[src/idrd_defines.svh]
// offsets, field positions, codes and reset values of the irq/dma descriptor framer
`ifndef IDRD_DEFINES_SVH
`define IDRD_DEFINES_SVH

// ****************************************************
// register byte addresses
// ****************************************************
`define IDRD_A_CTRL 8'h00
`define IDRD_A_IRQ0 8'h04
`define IDRD_A_IRQ1 8'h08
`define IDRD_A_DMA0 8'h0C
`define IDRD_A_DMA1 8'h10
`define IDRD_A_STREAM 8'h14
`define IDRD_A_STATUS 8'h18

// ****************************************************
// reset values
// ****************************************************
`define IDRD_CTRL_RST 4'h0
`define IDRD_IRQ_RST 21'h00_0000
`define IDRD_DMA_RST 15'h0000

// ****************************************************
// irq config word fields
// ****************************************************
`define IDRD_IRQ_W 21
`define IDRD_IRQ_INFO_BIT 20
`define IDRD_IRQ_CAP_HI 19
`define IDRD_IRQ_CAP_LO 17

// ****************************************************
// dma config word fields
// ****************************************************
`define IDRD_DMA_W 15
`define IDRD_DMA_SPD_HI 14
`define IDRD_DMA_SPD_LO 13
`define IDRD_DMA_WORD_BIT 12
`define IDRD_DMA_BYTE_BIT 11
`define IDRD_DMA_MSTR_BIT 10
`define IDRD_DMA_SIZE_HI 9
`define IDRD_DMA_SIZE_LO 8

// ****************************************************
// item tags, lengths and legal masks
// ****************************************************
`define IDRD_IRQ_TAG_SHORT 8'h22
`define IDRD_IRQ_TAG_LONG 8'h23
`define IDRD_DMA_TAG 8'h2A
`define IDRD_IRQ_LEN_SHORT 3'h3
`define IDRD_IRQ_LEN_LONG 3'h4
`define IDRD_DMA_LEN 3'h3
`define IDRD_IRQ_VALID 16'hDEF8
`define IDRD_DMA_VALID 8'hEF
`define IDRD_SIZE_RSVD 2'h3
`define IDRD_SIZE_BOTH 2'h1

`endif

[src/idrd_pkg.sv]
// types shared by the descriptor framer modules
package idrd_pkg;

  typedef logic [7:0] idrd_addr_t;
  typedef logic [7:0] idrd_byte_t;

  // gray along the emission order
  typedef enum logic [2:0] {
    IT_IRQ0 = 3'b000,
    IT_IRQ1 = 3'b001,
    IT_DMA0 = 3'b011,
    IT_DMA1 = 3'b010,
    IT_DONE = 3'b110
  } idrd_item_t;

endpackage : idrd_pkg

[src/idrd_item_if.sv]
// carrier between the sequencer and one item encoder
`timescale 1ns/10ps
`default_nettype none

interface idrd_item_if (
  input wire logic clk,
  input wire logic nrst
);
  logic [31:0] cfg;
  logic [1:0] idx;
  logic [7:0] data;
  logic [2:0] len;

  modport enc (input clk, input nrst, input cfg, input idx, output data, output len);
  modport seq (output cfg, output idx, input data, input len);
endinterface : idrd_item_if

`default_nettype wire

[src/idrd_irq_enc.sv]
// byte encoder for one interrupt item
`timescale 1ns/10ps
`default_nettype none
`include "idrd_defines.svh"

module idrd_irq_enc (
  idrd_item_if.enc it
);
  import idrd_pkg::*;

  logic info;
  logic [15:0] mask;

  assign info = it.cfg[`IDRD_IRQ_INFO_BIT];
  // levels missing from the connector never leave the card
  assign mask = it.cfg[15:0] & `IDRD_IRQ_VALID;

  always_comb begin
    it.len = info ? `IDRD_IRQ_LEN_LONG : `IDRD_IRQ_LEN_SHORT;
    unique case (it.idx)
      2'd0: it.data = info ? `IDRD_IRQ_TAG_LONG : `IDRD_IRQ_TAG_SHORT;
      2'd1: it.data = mask[7:0];
      2'd2: it.data = mask[15:8];
      // edge-high forced on, top nibble zero
      2'd3: it.data = {4'h0, it.cfg[`IDRD_IRQ_CAP_HI:`IDRD_IRQ_CAP_LO], 1'b1};
    endcase
  end

  // ****************************************************
  // checks
  // ****************************************************
  property p_irq_info_low;
    @(posedge it.clk) disable iff (!it.nrst)
      (it.idx == 2'd3) |-> (it.data[7:4] == 4'h0 && it.data[0]);
  endproperty
  a_irq_info_low: assert property (p_irq_info_low) else $error("irq info byte malformed");

endmodule : idrd_irq_enc

`default_nettype wire

[src/idrd_dma_enc.sv]
// byte encoder for one dma item
`timescale 1ns/10ps
`default_nettype none
`include "idrd_defines.svh"

module idrd_dma_enc (
  idrd_item_if.enc it
);
  import idrd_pkg::*;

  logic [1:0] size;

  // reserved size code is folded onto the mixed-width code
  assign size = (it.cfg[`IDRD_DMA_SIZE_HI:`IDRD_DMA_SIZE_LO] == `IDRD_SIZE_RSVD) ?
                `IDRD_SIZE_BOTH : it.cfg[`IDRD_DMA_SIZE_HI:`IDRD_DMA_SIZE_LO];

  always_comb begin
    it.len = `IDRD_DMA_LEN;
    unique case (it.idx)
      2'd0: it.data = `IDRD_DMA_TAG;
      2'd1: it.data = it.cfg[7:0] & `IDRD_DMA_VALID;
      2'd2: it.data = {1'b0,
                       it.cfg[`IDRD_DMA_SPD_HI:`IDRD_DMA_SPD_LO],
                       it.cfg[`IDRD_DMA_WORD_BIT],
                       it.cfg[`IDRD_DMA_BYTE_BIT],
                       it.cfg[`IDRD_DMA_MSTR_BIT],
                       size};
      2'd3: it.data = 8'h00;
    endcase
  end

  // ****************************************************
  // checks
  // ****************************************************
  property p_dma_size;
    @(posedge it.clk) disable iff (!it.nrst)
      (it.idx == 2'd2) |-> (it.data[1:0] != 2'b11 && !it.data[7]);
  endproperty
  a_dma_size: assert property (p_dma_size) else $error("dma reserved code emitted");

endmodule : idrd_dma_enc

`default_nettype wire

[src/idrd_framer.sv]
// irq/dma resource item framer: config registers and byte stream sequencer
//
// Added by the designer: the placing of the registers and the address-and-strobe port.
`timescale 1ns/10ps
`default_nettype none
`include "idrd_defines.svh"

// What this block does
// - irq item tag is 0x22, or 0x23 with the information byte.
// - irq mask low byte is levels 0-7, high byte levels 8-15.
// - irq mask is two bytes, covering all sixteen levels; set means implemented.
// - one irq item per needed level, never combined; the block sends the mask as written, so an item may list several levels.
// - absent information byte means edge-triggered active-high only.
// - info bits 3..0: low level, high level, low edge, high edge.
// - info bits 7..4 always read zero.
// - with info present, the high-edge bit is always set.
// - only levels present on the connector may be set.
// - dma item tag is 0x2A with two data bytes.
// - first dma byte is the channel mask, bit n for channel n.
// - one dma item per needed channel; the block sends the channel mask as written, so an item may list several.
// - dma byte two bits 6..5 give channel speed.
// - dma byte two bit 4 flags count-by-word.
// - dma byte two flags count-by-byte.
// - dma byte two flags bus master.
module idrd_framer (
  input wire logic clk_i,
  input wire logic nrst_i,
  input wire idrd_pkg::idrd_addr_t addr_i,
  input wire logic [31:0] wdata_i,
  input wire logic wr_i,
  input wire logic rd_i,
  output logic [31:0] rdata_o,
  output logic done_o
);
  import idrd_pkg::*;

  // ****************************************************
  // item order helpers
  // ****************************************************
  function automatic idrd_item_t next_item(idrd_item_t it);
    unique case (it)
      IT_IRQ0: next_item = IT_IRQ1;
      IT_IRQ1: next_item = IT_DMA0;
      IT_DMA0: next_item = IT_DMA1;
      default: next_item = IT_DONE;
    endcase
  endfunction : next_item

  function automatic logic item_en(idrd_item_t it, logic [3:0] en);
    unique case (it)
      IT_IRQ0: item_en = en[0];
      IT_IRQ1: item_en = en[1];
      IT_DMA0: item_en = en[2];
      IT_DMA1: item_en = en[3];
      default: item_en = 1'b1;
    endcase
  endfunction : item_en

  // disabled slots are skipped without costing a read
  function automatic idrd_item_t first_en(idrd_item_t it, logic [3:0] en);
    idrd_item_t r;
    r = it;
    for (int i = 0; i < 4; i++) begin
      if (r != IT_DONE && !item_en(r, en)) begin
        r = next_item(r);
      end
    end
    return r;
  endfunction : first_en

  // ****************************************************
  // state
  // ****************************************************
  logic [3:0] ctrl_q;
  logic [`IDRD_IRQ_W-1:0] irq_cfg_q [2];
  logic [`IDRD_DMA_W-1:0] dma_cfg_q [2];
  idrd_item_t item_q;
  logic [1:0] pos_q;
  logic [31:0] rdata_q;
  logic done_q;

  idrd_item_t cur;
  logic is_dma;
  logic [7:0] sel_data;
  logic [2:0] sel_len;
  logic last_byte;
  logic rd_stream;
  logic restart;

  assign cur = first_en(item_q, ctrl_q);
  assign is_dma = (cur == IT_DMA0) || (cur == IT_DMA1);

  // ****************************************************
  // encoders
  // ****************************************************
  idrd_item_if irq_if (.clk(clk_i), .nrst(nrst_i));
  idrd_item_if dma_if (.clk(clk_i), .nrst(nrst_i));

  assign irq_if.cfg = {11'h000, irq_cfg_q[cur == IT_IRQ1]};
  assign irq_if.idx = pos_q;
  assign dma_if.cfg = {17'h0_0000, dma_cfg_q[cur == IT_DMA1]};
  assign dma_if.idx = pos_q;

  idrd_irq_enc u_irq (.it(irq_if.enc));
  idrd_dma_enc u_dma (.it(dma_if.enc));

  assign sel_data = is_dma ? dma_if.data : irq_if.data;
  assign sel_len = is_dma ? dma_if.len : irq_if.len;
  assign last_byte = ({1'b0, pos_q} == sel_len - 3'd1);

  // ****************************************************
  // bus decode
  // ****************************************************
  assign rd_stream = rd_i && (addr_i == `IDRD_A_STREAM) && (cur != IT_DONE);
  // a status write restarts the stream, as card reset does
  assign restart = wr_i && (addr_i == `IDRD_A_STATUS);

  always_ff @(posedge clk_i or negedge nrst_i) begin
    if (!nrst_i) begin
      ctrl_q <= `IDRD_CTRL_RST;
    end else if (wr_i && addr_i == `IDRD_A_CTRL) begin
      ctrl_q <= wdata_i[3:0];
    end
  end

  always_ff @(posedge clk_i or negedge nrst_i) begin
    if (!nrst_i) begin
      irq_cfg_q[0] <= `IDRD_IRQ_RST;
      irq_cfg_q[1] <= `IDRD_IRQ_RST;
    end else if (wr_i && addr_i == `IDRD_A_IRQ0) begin
      irq_cfg_q[0] <= wdata_i[`IDRD_IRQ_W-1:0];
    end else if (wr_i && addr_i == `IDRD_A_IRQ1) begin
      irq_cfg_q[1] <= wdata_i[`IDRD_IRQ_W-1:0];
    end
  end

  always_ff @(posedge clk_i or negedge nrst_i) begin
    if (!nrst_i) begin
      dma_cfg_q[0] <= `IDRD_DMA_RST;
      dma_cfg_q[1] <= `IDRD_DMA_RST;
    end else if (wr_i && addr_i == `IDRD_A_DMA0) begin
      dma_cfg_q[0] <= wdata_i[`IDRD_DMA_W-1:0];
    end else if (wr_i && addr_i == `IDRD_A_DMA1) begin
      dma_cfg_q[1] <= wdata_i[`IDRD_DMA_W-1:0];
    end
  end

  // ****************************************************
  // stream sequencer
  // ****************************************************
  always_ff @(posedge clk_i or negedge nrst_i) begin
    if (!nrst_i) begin
      item_q <= IT_IRQ0;
      pos_q <= 2'd0;
    end else if (restart) begin
      item_q <= IT_IRQ0;
      pos_q <= 2'd0;
    end else if (rd_stream) begin
      if (last_byte) begin
        item_q <= next_item(cur);
        pos_q <= 2'd0;
      end else begin
        item_q <= cur;
        pos_q <= pos_q + 2'd1;
      end
    end
  end

  always_ff @(posedge clk_i or negedge nrst_i) begin
    if (!nrst_i) begin
      done_q <= 1'b0;
    end else begin
      done_q <= (cur == IT_DONE);
    end
  end

  // ****************************************************
  // read data, one cycle after the strobe only
  // ****************************************************
  always_ff @(posedge clk_i or negedge nrst_i) begin
    if (!nrst_i) begin
      rdata_q <= 32'h0000_0000;
    end else if (!rd_i) begin
      rdata_q <= 32'h0000_0000;
    end else begin
      unique case (addr_i)
        `IDRD_A_CTRL: rdata_q <= {28'h000_0000, ctrl_q};
        `IDRD_A_IRQ0: rdata_q <= {11'h000, irq_cfg_q[0]};
        `IDRD_A_IRQ1: rdata_q <= {11'h000, irq_cfg_q[1]};
        `IDRD_A_DMA0: rdata_q <= {17'h0_0000, dma_cfg_q[0]};
        `IDRD_A_DMA1: rdata_q <= {17'h0_0000, dma_cfg_q[1]};
        // past the end: flag set, byte zero
        `IDRD_A_STREAM: rdata_q <= (cur == IT_DONE) ? 32'h0000_0100 :
                                   {24'h00_0000, sel_data};
        `IDRD_A_STATUS: rdata_q <= {26'h000_0000, cur == IT_DONE, cur, pos_q};
        default: rdata_q <= 32'h0000_0000;
      endcase
    end
  end

  assign rdata_o = rdata_q;
  assign done_o = done_q;

  // ****************************************************
  // checks
  // ****************************************************
  logic rd_irq;
  logic rd_dma;
  assign rd_irq = rd_stream && !is_dma;
  assign rd_dma = rd_stream && is_dma;

  property p_irq_tag;
    @(posedge clk_i) disable iff (!nrst_i)
      (rd_irq && pos_q == 2'd0) |=>
        (rdata_o[7:1] == 7'b0010001 && rdata_o[0] == $past(irq_if.cfg[`IDRD_IRQ_INFO_BIT]));
  endproperty
  a_irq_tag: assert property (p_irq_tag) else $error("irq tag wrong");

  property p_irq_lo;
    @(posedge clk_i) disable iff (!nrst_i)
      (rd_irq && pos_q == 2'd1) |=>
        (rdata_o[7:0] == ($past(irq_if.cfg[7:0]) & `IDRD_IRQ_VALID));
  endproperty
  a_irq_lo: assert property (p_irq_lo) else $error("irq low mask wrong");

  property p_irq_hi;
    @(posedge clk_i) disable iff (!nrst_i)
      (rd_irq && pos_q == 2'd2) |=>
        (rdata_o[7:0] == ($past(irq_if.cfg[15:8]) & 8'hDE) && !rdata_o[8]);
  endproperty
  a_irq_hi: assert property (p_irq_hi) else $error("irq high mask wrong");

  property p_irq_valid;
    @(posedge clk_i) disable iff (!nrst_i)
      (rd_irq && pos_q == 2'd1) |=> (rdata_o[2:0] == 3'b000);
  endproperty
  a_irq_valid: assert property (p_irq_valid) else $error("absent irq level set");

  property p_irq_info;
    @(posedge clk_i) disable iff (!nrst_i)
      (rd_irq && pos_q == 2'd3) |=>
        (rdata_o[7:0] == {4'h0, $past(irq_if.cfg[`IDRD_IRQ_CAP_HI:`IDRD_IRQ_CAP_LO]), 1'b1});
  endproperty
  a_irq_info: assert property (p_irq_info) else $error("irq info wrong");

  property p_info_rsvd;
    @(posedge clk_i) disable iff (!nrst_i)
      (rd_irq && pos_q == 2'd3) |=> (rdata_o[7:4] == 4'h0);
  endproperty
  a_info_rsvd: assert property (p_info_rsvd) else $error("info reserved set");

  property p_irq_short;
    @(posedge clk_i) disable iff (!nrst_i)
      (rd_irq && pos_q == 2'd2 && !irq_if.cfg[`IDRD_IRQ_INFO_BIT]) |=> (pos_q == 2'd0);
  endproperty
  a_irq_short: assert property (p_irq_short) else $error("short irq item overran");

  property p_dma_tag;
    @(posedge clk_i) disable iff (!nrst_i)
      (rd_dma && pos_q == 2'd0) |=> (rdata_o[7:0] == 8'h2A);
  endproperty
  a_dma_tag: assert property (p_dma_tag) else $error("dma tag wrong");

  property p_dma_mask;
    @(posedge clk_i) disable iff (!nrst_i)
      (rd_dma && pos_q == 2'd1) |=>
        (rdata_o[7:0] == ($past(dma_if.cfg[7:0]) & `IDRD_DMA_VALID));
  endproperty
  a_dma_mask: assert property (p_dma_mask) else $error("dma mask wrong");

  property p_dma_flags;
    @(posedge clk_i) disable iff (!nrst_i)
      (rd_dma && pos_q == 2'd2) |=>
        (rdata_o[6:2] == $past(dma_if.cfg[`IDRD_DMA_SPD_HI:`IDRD_DMA_MSTR_BIT]) && !rdata_o[7]);
  endproperty
  a_dma_flags: assert property (p_dma_flags) else $error("dma flags wrong");

  property p_dma_one;
    @(posedge clk_i) disable iff (!nrst_i)
      (rd_dma && pos_q == 2'd2) |=> (pos_q == 2'd0 && item_q == $past(next_item(cur)));
  endproperty
  a_dma_one: assert property (p_dma_one) else $error("dma item not closed");

  property p_irq_next;
    @(posedge clk_i) disable iff (!nrst_i)
      (rd_irq && last_byte && !restart) |=> (item_q != $past(cur) && pos_q == 2'd0);
  endproperty
  a_irq_next: assert property (p_irq_next) else $error("irq item not closed");

  property p_done_track;
    @(posedge clk_i) disable iff (!nrst_i)
      1'b1 |=> (done_o == $past(cur == IT_DONE));
  endproperty
  a_done_track: assert property (p_done_track) else $error("done flag out of step");

  property p_rd_idle;
    @(posedge clk_i) disable iff (!nrst_i)
      !rd_i |=> (rdata_o == 32'h0000_0000);
  endproperty
  a_rd_idle: assert property (p_rd_idle) else $error("read data held too long");

  c_irq_long: cover property (@(posedge clk_i) disable iff (!nrst_i)
    rd_irq && pos_q == 2'd3);
  c_dma_item: cover property (@(posedge clk_i) disable iff (!nrst_i)
    rd_dma && pos_q == 2'd2);
  c_done: cover property (@(posedge clk_i) disable iff (!nrst_i)
    rd_i && addr_i == `IDRD_A_STREAM && cur == IT_DONE);

endmodule : idrd_framer

`default_nettype wire

[config.mk]
export PLATFORM = sky130hd
export DESIGN_NAME = idrd_framer
export DESIGN_NICKNAME = d
export VERILOG_FILES = /design/src/idrd_pkg.sv /design/src/idrd_item_if.sv /design/src/idrd_irq_enc.sv /design/src/idrd_dma_enc.sv /design/src/idrd_framer.sv
export VERILOG_INCLUDE_DIRS = /design/src
export SDC_FILE = /design/constraint.sdc
export NUM_CORES = 1
export LEC_CHECK = 0
export ABC_CLOCK_PERIOD_IN_PS = 2300
export BUFFER_PORTS_ARGS = -buffer_cell sky130_fd_sc_hd__buf_2
export CAP_MARGIN = 0
export CELL_PAD_IN_SITES_DETAIL_PLACEMENT = 0
export CELL_PAD_IN_SITES_GLOBAL_PLACEMENT = 1
export CORE_ASPECT_RATIO = 0.75
export CORE_MARGIN = 2
export CORE_UTILIZATION = 35
export DETAILED_ROUTE_END_ITERATION = 8
export PLACE_DENSITY_LB_ADDON = 0.1
export SLEW_MARGIN = 0
export SYNTH_ARGS = -nofsm -noshare
export SYNTH_HDL_FRONTEND = slang
export SYNTH_SLANG_ARGS = --single-unit
[constraint.sdc]
create_clock -name clk_i -period 2.3 [get_ports clk_i]
set_input_delay 0.575 -clock clk_i [delete_from_list [all_inputs] [get_ports clk_i]]
set_output_delay 0.575 -clock clk_i [all_outputs]
set_load 0.01 [all_outputs]
# --- Word-level counts from Yosys, hierarchy flattened ---
# Index checks and enable logic that the tools add are counted.
# Widths: inputs -> output; s select.
totals:
  regBits: 114
  input_bits: 44
  output_inout_bits: 33
  wordCells: 111
classes:
  n_addsub: 2
  n_lt_le_gt_ge: 2
  n_eq_ne: 32
  mux: 35
  bitwise_logic: 4
  n_reduce_logical: 27
ops:
  columns: ["op", "count"]
  rows:
  - ["$pmux 21 s7", 1]
  - ["$mux 21", 4]
  - ["$pmux 8 s4", 2]
  - ["$mux 15", 3]
  - ["$pmux 3 s3", 5]
  - ["$eq 3x2->1 const B", 10]
  - ["$mux 3", 9]
  - ["$eq 8x5->1 const B", 3]
  - ["$eq 8x4->1 const B", 2]
  - ["$pmux 1 s4", 4]
  - ["$eq 3x1->1 const B", 5]
  - ["$logic_not 3->1", 5]
  - ["$ne 3x3->1 const B", 5]
  - ["$logic_and 1x1->1", 12]
  - ["$mux 9", 1]
  - ["$eq 8x3->1 const B", 1]
  - ["$logic_not 8->1", 1]
  - ["$mux 2", 4]
  - ["$mux 8", 1]
  - ["$eq 2x2->1 const B", 3]
  - ["$ge 2x2->1 const B", 2]
  - ["$logic_not 1->1", 4]
  - ["$not 1->2", 2]
  - ["$reduce_and 2->1", 2]
  - ["10 further kinds", 11]

# --- Longest topological paths before layout ---
logic_depth:
  depth_word: 32
  depth_mapped: 12
  mapped_depth_nobuf: 9

# --- Modules after synthesis ---
# Synthesis repeated with hierarchy kept, for this count alone.
hier_totals:
  cells_unflattened: 493
  hier_area_um2: 5748.0
modules_own_cells:
  columns: ["module", "instances", "cells_per_inst", "area_per_inst_um2", "seq_area_each_um2"]
  rows:
  - ["idrd_framer", 1, 451, 5457.7, 2577.5]
  - ["idrd_irq_enc", 1, 21, 148.9, 0.0]
  - ["idrd_dma_enc", 1, 21, 141.4, 0.0]

# --- Worst setup path after synthesis ---
# Ideal clock, no wire load.
synth_path:
  path_type: "in2reg"
  start: "input addr_i[1]"
  end: "register dma_cfg_q[20] in the netlist's numbering"
  setup_time_ns: 0.125
  arrival_ns: 2.382
  required_ns: 2.175
  path_slack_ns: -0.207
  stages: 8
  n_path_buf: 2
  cell_sequence: "nor3_1 and2_1 nand2_1 or2_2 clkbuf_1 nor2_1 buf_2 mux2_2"
synth_via:
  elab_chain_len: 2
synth_rtl:
  columns: ["item", "line", "source"]
  rows:
  - ["from (decl)", "idrd_framer.sv:28", "input wire idrd_pkg::idrd_addr_t addr_i,"]
  - ["$eq 8x4->1", null, null]
  - ["$logic_and 1x1->1 (no line)", null, null]
  - ["to (decl)", "idrd_framer.sv:76", "logic [`IDRD_DMA_W-1:0] dma_cfg_q [2];"]
# No other way between the ends.
# A chain may end at the register's enable or synchronous reset.

# --- Final worst setup path ---
layout_path:
  start: "register item_q[1]"
  end: "register rdata_q[2], in the netlist rdata_o[2]"
layout_via:
  elab_chain_len: 30
  word_cells_on_any_way: 59
  cone_classes: "20 x eq/ne; 24 x mux; 2 x bitwise; 13 x reduce/logical"
layout_rtl:
  columns: ["item", "line", "source"]
  rows:
  - ["from (decl)", "idrd_framer.sv:77", "idrd_item_t item_q;"]
  - ["from (signal assigned)", "idrd_framer.sv:160", "item_q <= next_item(cur);"]
  - ["from (signal assigned)", "idrd_framer.sv:163", "item_q <= cur;"]
  - ["$eq 3x2->1 (tied with other cells)", "idrd_framer.sv:50", "unique case (it)"]
  - ["$pmux 1 s4", "idrd_framer.sv:50", null]
  - ["$logic_not 1->1", "idrd_framer.sv:64", "if (r != IT_DONE && !item_en(r, en)) begin"]
  - ["$logic_and 1x1->1", "idrd_framer.sv:64", null]
  - ["$mux 3 *", "idrd_framer.sv:64", null]
  - ["$eq 3x2->1 (tied with other cells)", "idrd_framer.sv:50", null]
  - ["$pmux 1 s4", "idrd_framer.sv:50", null]
  - ["$logic_not 1->1", "idrd_framer.sv:64", null]
  - ["[... 12 more ...]", null, null]
  - ["$eq 3x1->1 / $eq 3x2->1 (equally long branches)", "idrd_framer.sv:99, idrd_framer.sv:91, idrd_framer.sv:101", null]
  - ["$not 1->2, on equally long branches", "idrd_framer.sv:99, idrd_framer.sv:101", null]
  - ["$mux 21 (not written as such) / $mux 15 (equally long branches) (3 in a row)", "idrd_framer.sv:99, idrd_framer.sv:101", null]
  - ["$pmux 8 s4, on equally long branches", "idrd_irq_enc.sv:20, idrd_dma_enc.sv:19", null]
  - ["$mux 8", "idrd_framer.sv:107", "assign sel_data = is_dma ? dma_if.data : irq_if.data;"]
  - ["$mux 9", "idrd_framer.sv:193", "`IDRD_A_STREAM: rdata_q <= (cur == IT_DONE) ? 32'h0000_0100 :"]
  - ["$pmux 21 s7 *", "idrd_framer.sv:186", "unique case (addr_i)"]
  - ["$mux 21 *", "idrd_framer.sv:183", "end else if (!rd_i) begin"]
  - ["to (signal assigned)", "idrd_framer.sv:187", "`IDRD_A_CTRL: rdata_q <= {28'h000_0000, ctrl_q};"]
  - ["to (signal assigned)", "idrd_framer.sv:188", "`IDRD_A_IRQ0: rdata_q <= {11'h000, irq_cfg_q[0]};"]
  - ["to (signal assigned)", "idrd_framer.sv:193", null]
  - ["to (decl)", "idrd_framer.sv:79", "logic [31:0] rdata_q;"]
# Every way passes the cells marked *; elsewhere a longest branch is shown, timed or not. The select of a mux whose other input is x is not followed.

==> flow_summary.yaml <==
synthesis:
  avgSynthCellArea_sq_um: 11.3
  ys_ff_latch: 103
  yosysMostFrequentCell: "dfrtp_1"
  async_reset_ff_share_pct: 100
  synth_warnings: 0
  synth_ff_type: "dfrtp_1"
  yosys.cell_types.count: 55
  yosys.area.top_type: "dfrtp_1"
  synth-edff-count: 0
  syn_inst: 469
  netlist_area_sq_um: 5280
  synth-seq-area-share_pct: 48.8
  netlist.area_leader.share_pct: 48.8
  ys_top_cells_by_area: "dfrtp_1, mux2_2, mux2i_1"
  synth_common_cells: "dfrtp_1, mux2_2, nor2_1"
setup_path:
  cp.arrival_ps: 2620
  crit_slowest_cell: "or4_4"
  critPathLaunchType: "flip-flop"
  slowest_delay_ps: 520
  path_class: "reg2reg"
  crit_fanout: 5
  path_cells: "or4_4 -> o21ai_2 -> and2b_2 -> o22ai_4 -> nand2_4 -> mux2_4 -> a221oi_2 -> a21oi_1 -> a21o_1"
  crit_buf_inv: 0
  crit_cells: 9
  r2r_cells: 9
  worstPathRequired_ps: 2550
  endpoint_kind: "flip-flop"
  crit_family: "simple AND/OR/NAND/NOR gates"
cts:
  cts_sinks: 103
  cts_tree: "built"
  clkSlewWorstSetupHoldPaths_ps: 80
  clk_latency_ps: 350
  h-tree-depth: 3
  hold_buffers: 0
  root_buffer: "clkbuf_16"
  max-clock-path-buffers: 2
  numCtsBuffers: 9
placed_design:
  place_area_sq_um: 6230
  io_buffers: 54
  gp_congestion: 0.825
  dp_hpwl_mm: 11.2
  dpl_worst_slack_ps: -182
routing:
  first_pass_iters: 6
  wl_per_cell_um: 20.4
  vias: 4152
  drtIter0Drc: 252
  drt_wl_total_mm: 16.1
  ant_nets: 0
  drc: 0
  vias_per_cell: 5.26
cells_and_area:
  n_antenna_cell: 0
  layout.filler_cells: 1409
  area_growth_pct: 29.2
  drive_above_1_share_pct: 47.0
  nNetsFinal: 632
  final_area_sq_um: 6830
die:
  core_sq_um: 14600
  die_w_um: 146
  dieHeight_um: 110
  ioPinCount: 77
  num_rows: 38
  fp.dieArea_sq_um: 16100
  start_util_pct: 36.2
timing:
  setup-violations-final: 8
  fin_ws_ps: -69.5
  finalCriticalPeriod_ps: 2370
  drv_slew: 0
  rsz0062_at_grt: "true"
  worst_pin_slew_ps: 597
  final.period_utilization_pct: 103
  finalSetupTns_ps: -324
  fmax_mhz: 422
  hold_viol: 0
  relSlewSlack_pct: 60.2
  fin_skew_ps: 7.15
pwr:
  p_leak_nw: 3.32
  power_density_nw_per_um2: 605
  peakVddDrop_mv: 0.556
  total_power_mw: 4.13
grt:
  overflow: 0
  grt_pass1_vias: 4140
  antenna_found_initial: 0
  grt_pass1_wl_mm: 24.5
  gr-usage-all-layers_pct: 20.5
  grt_max_degree: 44
job:
  cap_violations: 0
status:
  status: "finished with violations"
  violations: "setup timing"
worst_hold_path:
  hp-class: "in2async"
==> layer usage <==
metal  share of wire, %  vias up  GRT usage (%)
met5                  0        -              0
met4               0.95        0           5.04
met3                5.9       13           5.47
li1                   -     1920              -
met1                 49     2105           28.7
met2                 45      114           31.8
==> layout by cell type, fill, tap and decap left out, types with 8 or more instances in the layout <==
master / count
a21oi_1: 11
a221oi_1: 12
a22oi_1: 8
buf_2: 53
buf_4: 66
buf_6: 8
clkbuf_16: 9
conb_1: 11
dfrtp_1: 103
mux2_2: 88
mux2i_1: 23
nand2_1: 26
nor2_1: 36
nor3_1: 8
o21ai_0: 9
==> registers in the layout (all words and copies together) (netlist names) <==
signal / flops
irq_cfg_q: 42
dma_cfg_q: 30
rdata_o: 21
ctrl_q: 4
item_q: 3
dma_if.idx: 2
done_o: 1
==> worst register-to-register path, delay by kind of cell (launching register included) <==
kind	cells	cell delay, ps
flops	1	420
compound gates	5	630
simple gates	3	860
mux	1	340
==> where the power goes <==
group	switching, mW	internal, mW	total, mW
Clock	0.740	1.00	1.74
Combinational	0.240	0.215	0.455
Sequential	0.0556	1.88	1.93
Total	1.04	3.09	4.13
==> path summary, 6_finish.rpt <==
check	startpoint	end	slack, ps
max	item_q[1]$_DFFE_PN0P_	rdata_o[2]$_DFF_PN0_	-70
min	nrst_i	ctrl_q[3]$_DFFE_PN0P_	220
max reg2reg	item_q[1]$_DFFE_PN0P_	rdata_o[2]$_DFF_PN0_	-70
min reg2reg	irq_cfg_q[21]$_DFFE_PN0P_	irq_cfg_q[21]$_DFFE_PN0P_	510
max in group asynchronous	nrst_i	dma_cfg_q[8]$_DFFE_PN0P_	1410
min in group clk_i	wdata_i[17]	irq_cfg_q[17]$_DFFE_PN0P_	460
==> stage by stage <==
stage / instances / utilization [%] / hold WS [ps]
after floorplan: 479 / - / 279
after global placement: 763 / 42.7 / 487
after detailed placement: 763 / 42.7 / 494
final: 789 / 46.8 / 221
after CTS: 786 / 45.8 / 228
after global routing: 789 / 46.8 / 246
==> kinds of logic after synthesis <==
kind of cell,share of synthesized area [%]
other,0.0710
DFF,48.8
AOI/OAI and AO/OA,11.8
muxes,24.0
and+or+nand+nor,9.59
adders and majority gates,0.947
buffers and inverters,4.62
xor gates and xnor gates,0.166
==> layout make-up <==
type | count | area, sq um | share of cell area [%]
clock buffer | 10 | 239 | 3.50
timing repair buffer | 132 | 951 | 13.9
tap | 200 | 250 | 3.67
sequential | 103 | 2580 | 37.8
inverter | 8 | 30.0 | 0.440
multi-input combinational | 330 | 2680 | 39.3
clock inverter | 6 | 97.6 | 1.43
==> repair_timing <==
| item | 4_1_cts | 5_1_grt |
|---|---|---|
| gates resized for setup | 18 | 33 |
| pin swaps | 8 | 13 |
| gates cloned | 1 | 0 |
| endpoints found under the setup margin | 13 | 14 |
| buffers inserted | 7 | 5 |
Note: power is estimated with default switching activity, not from simulation.
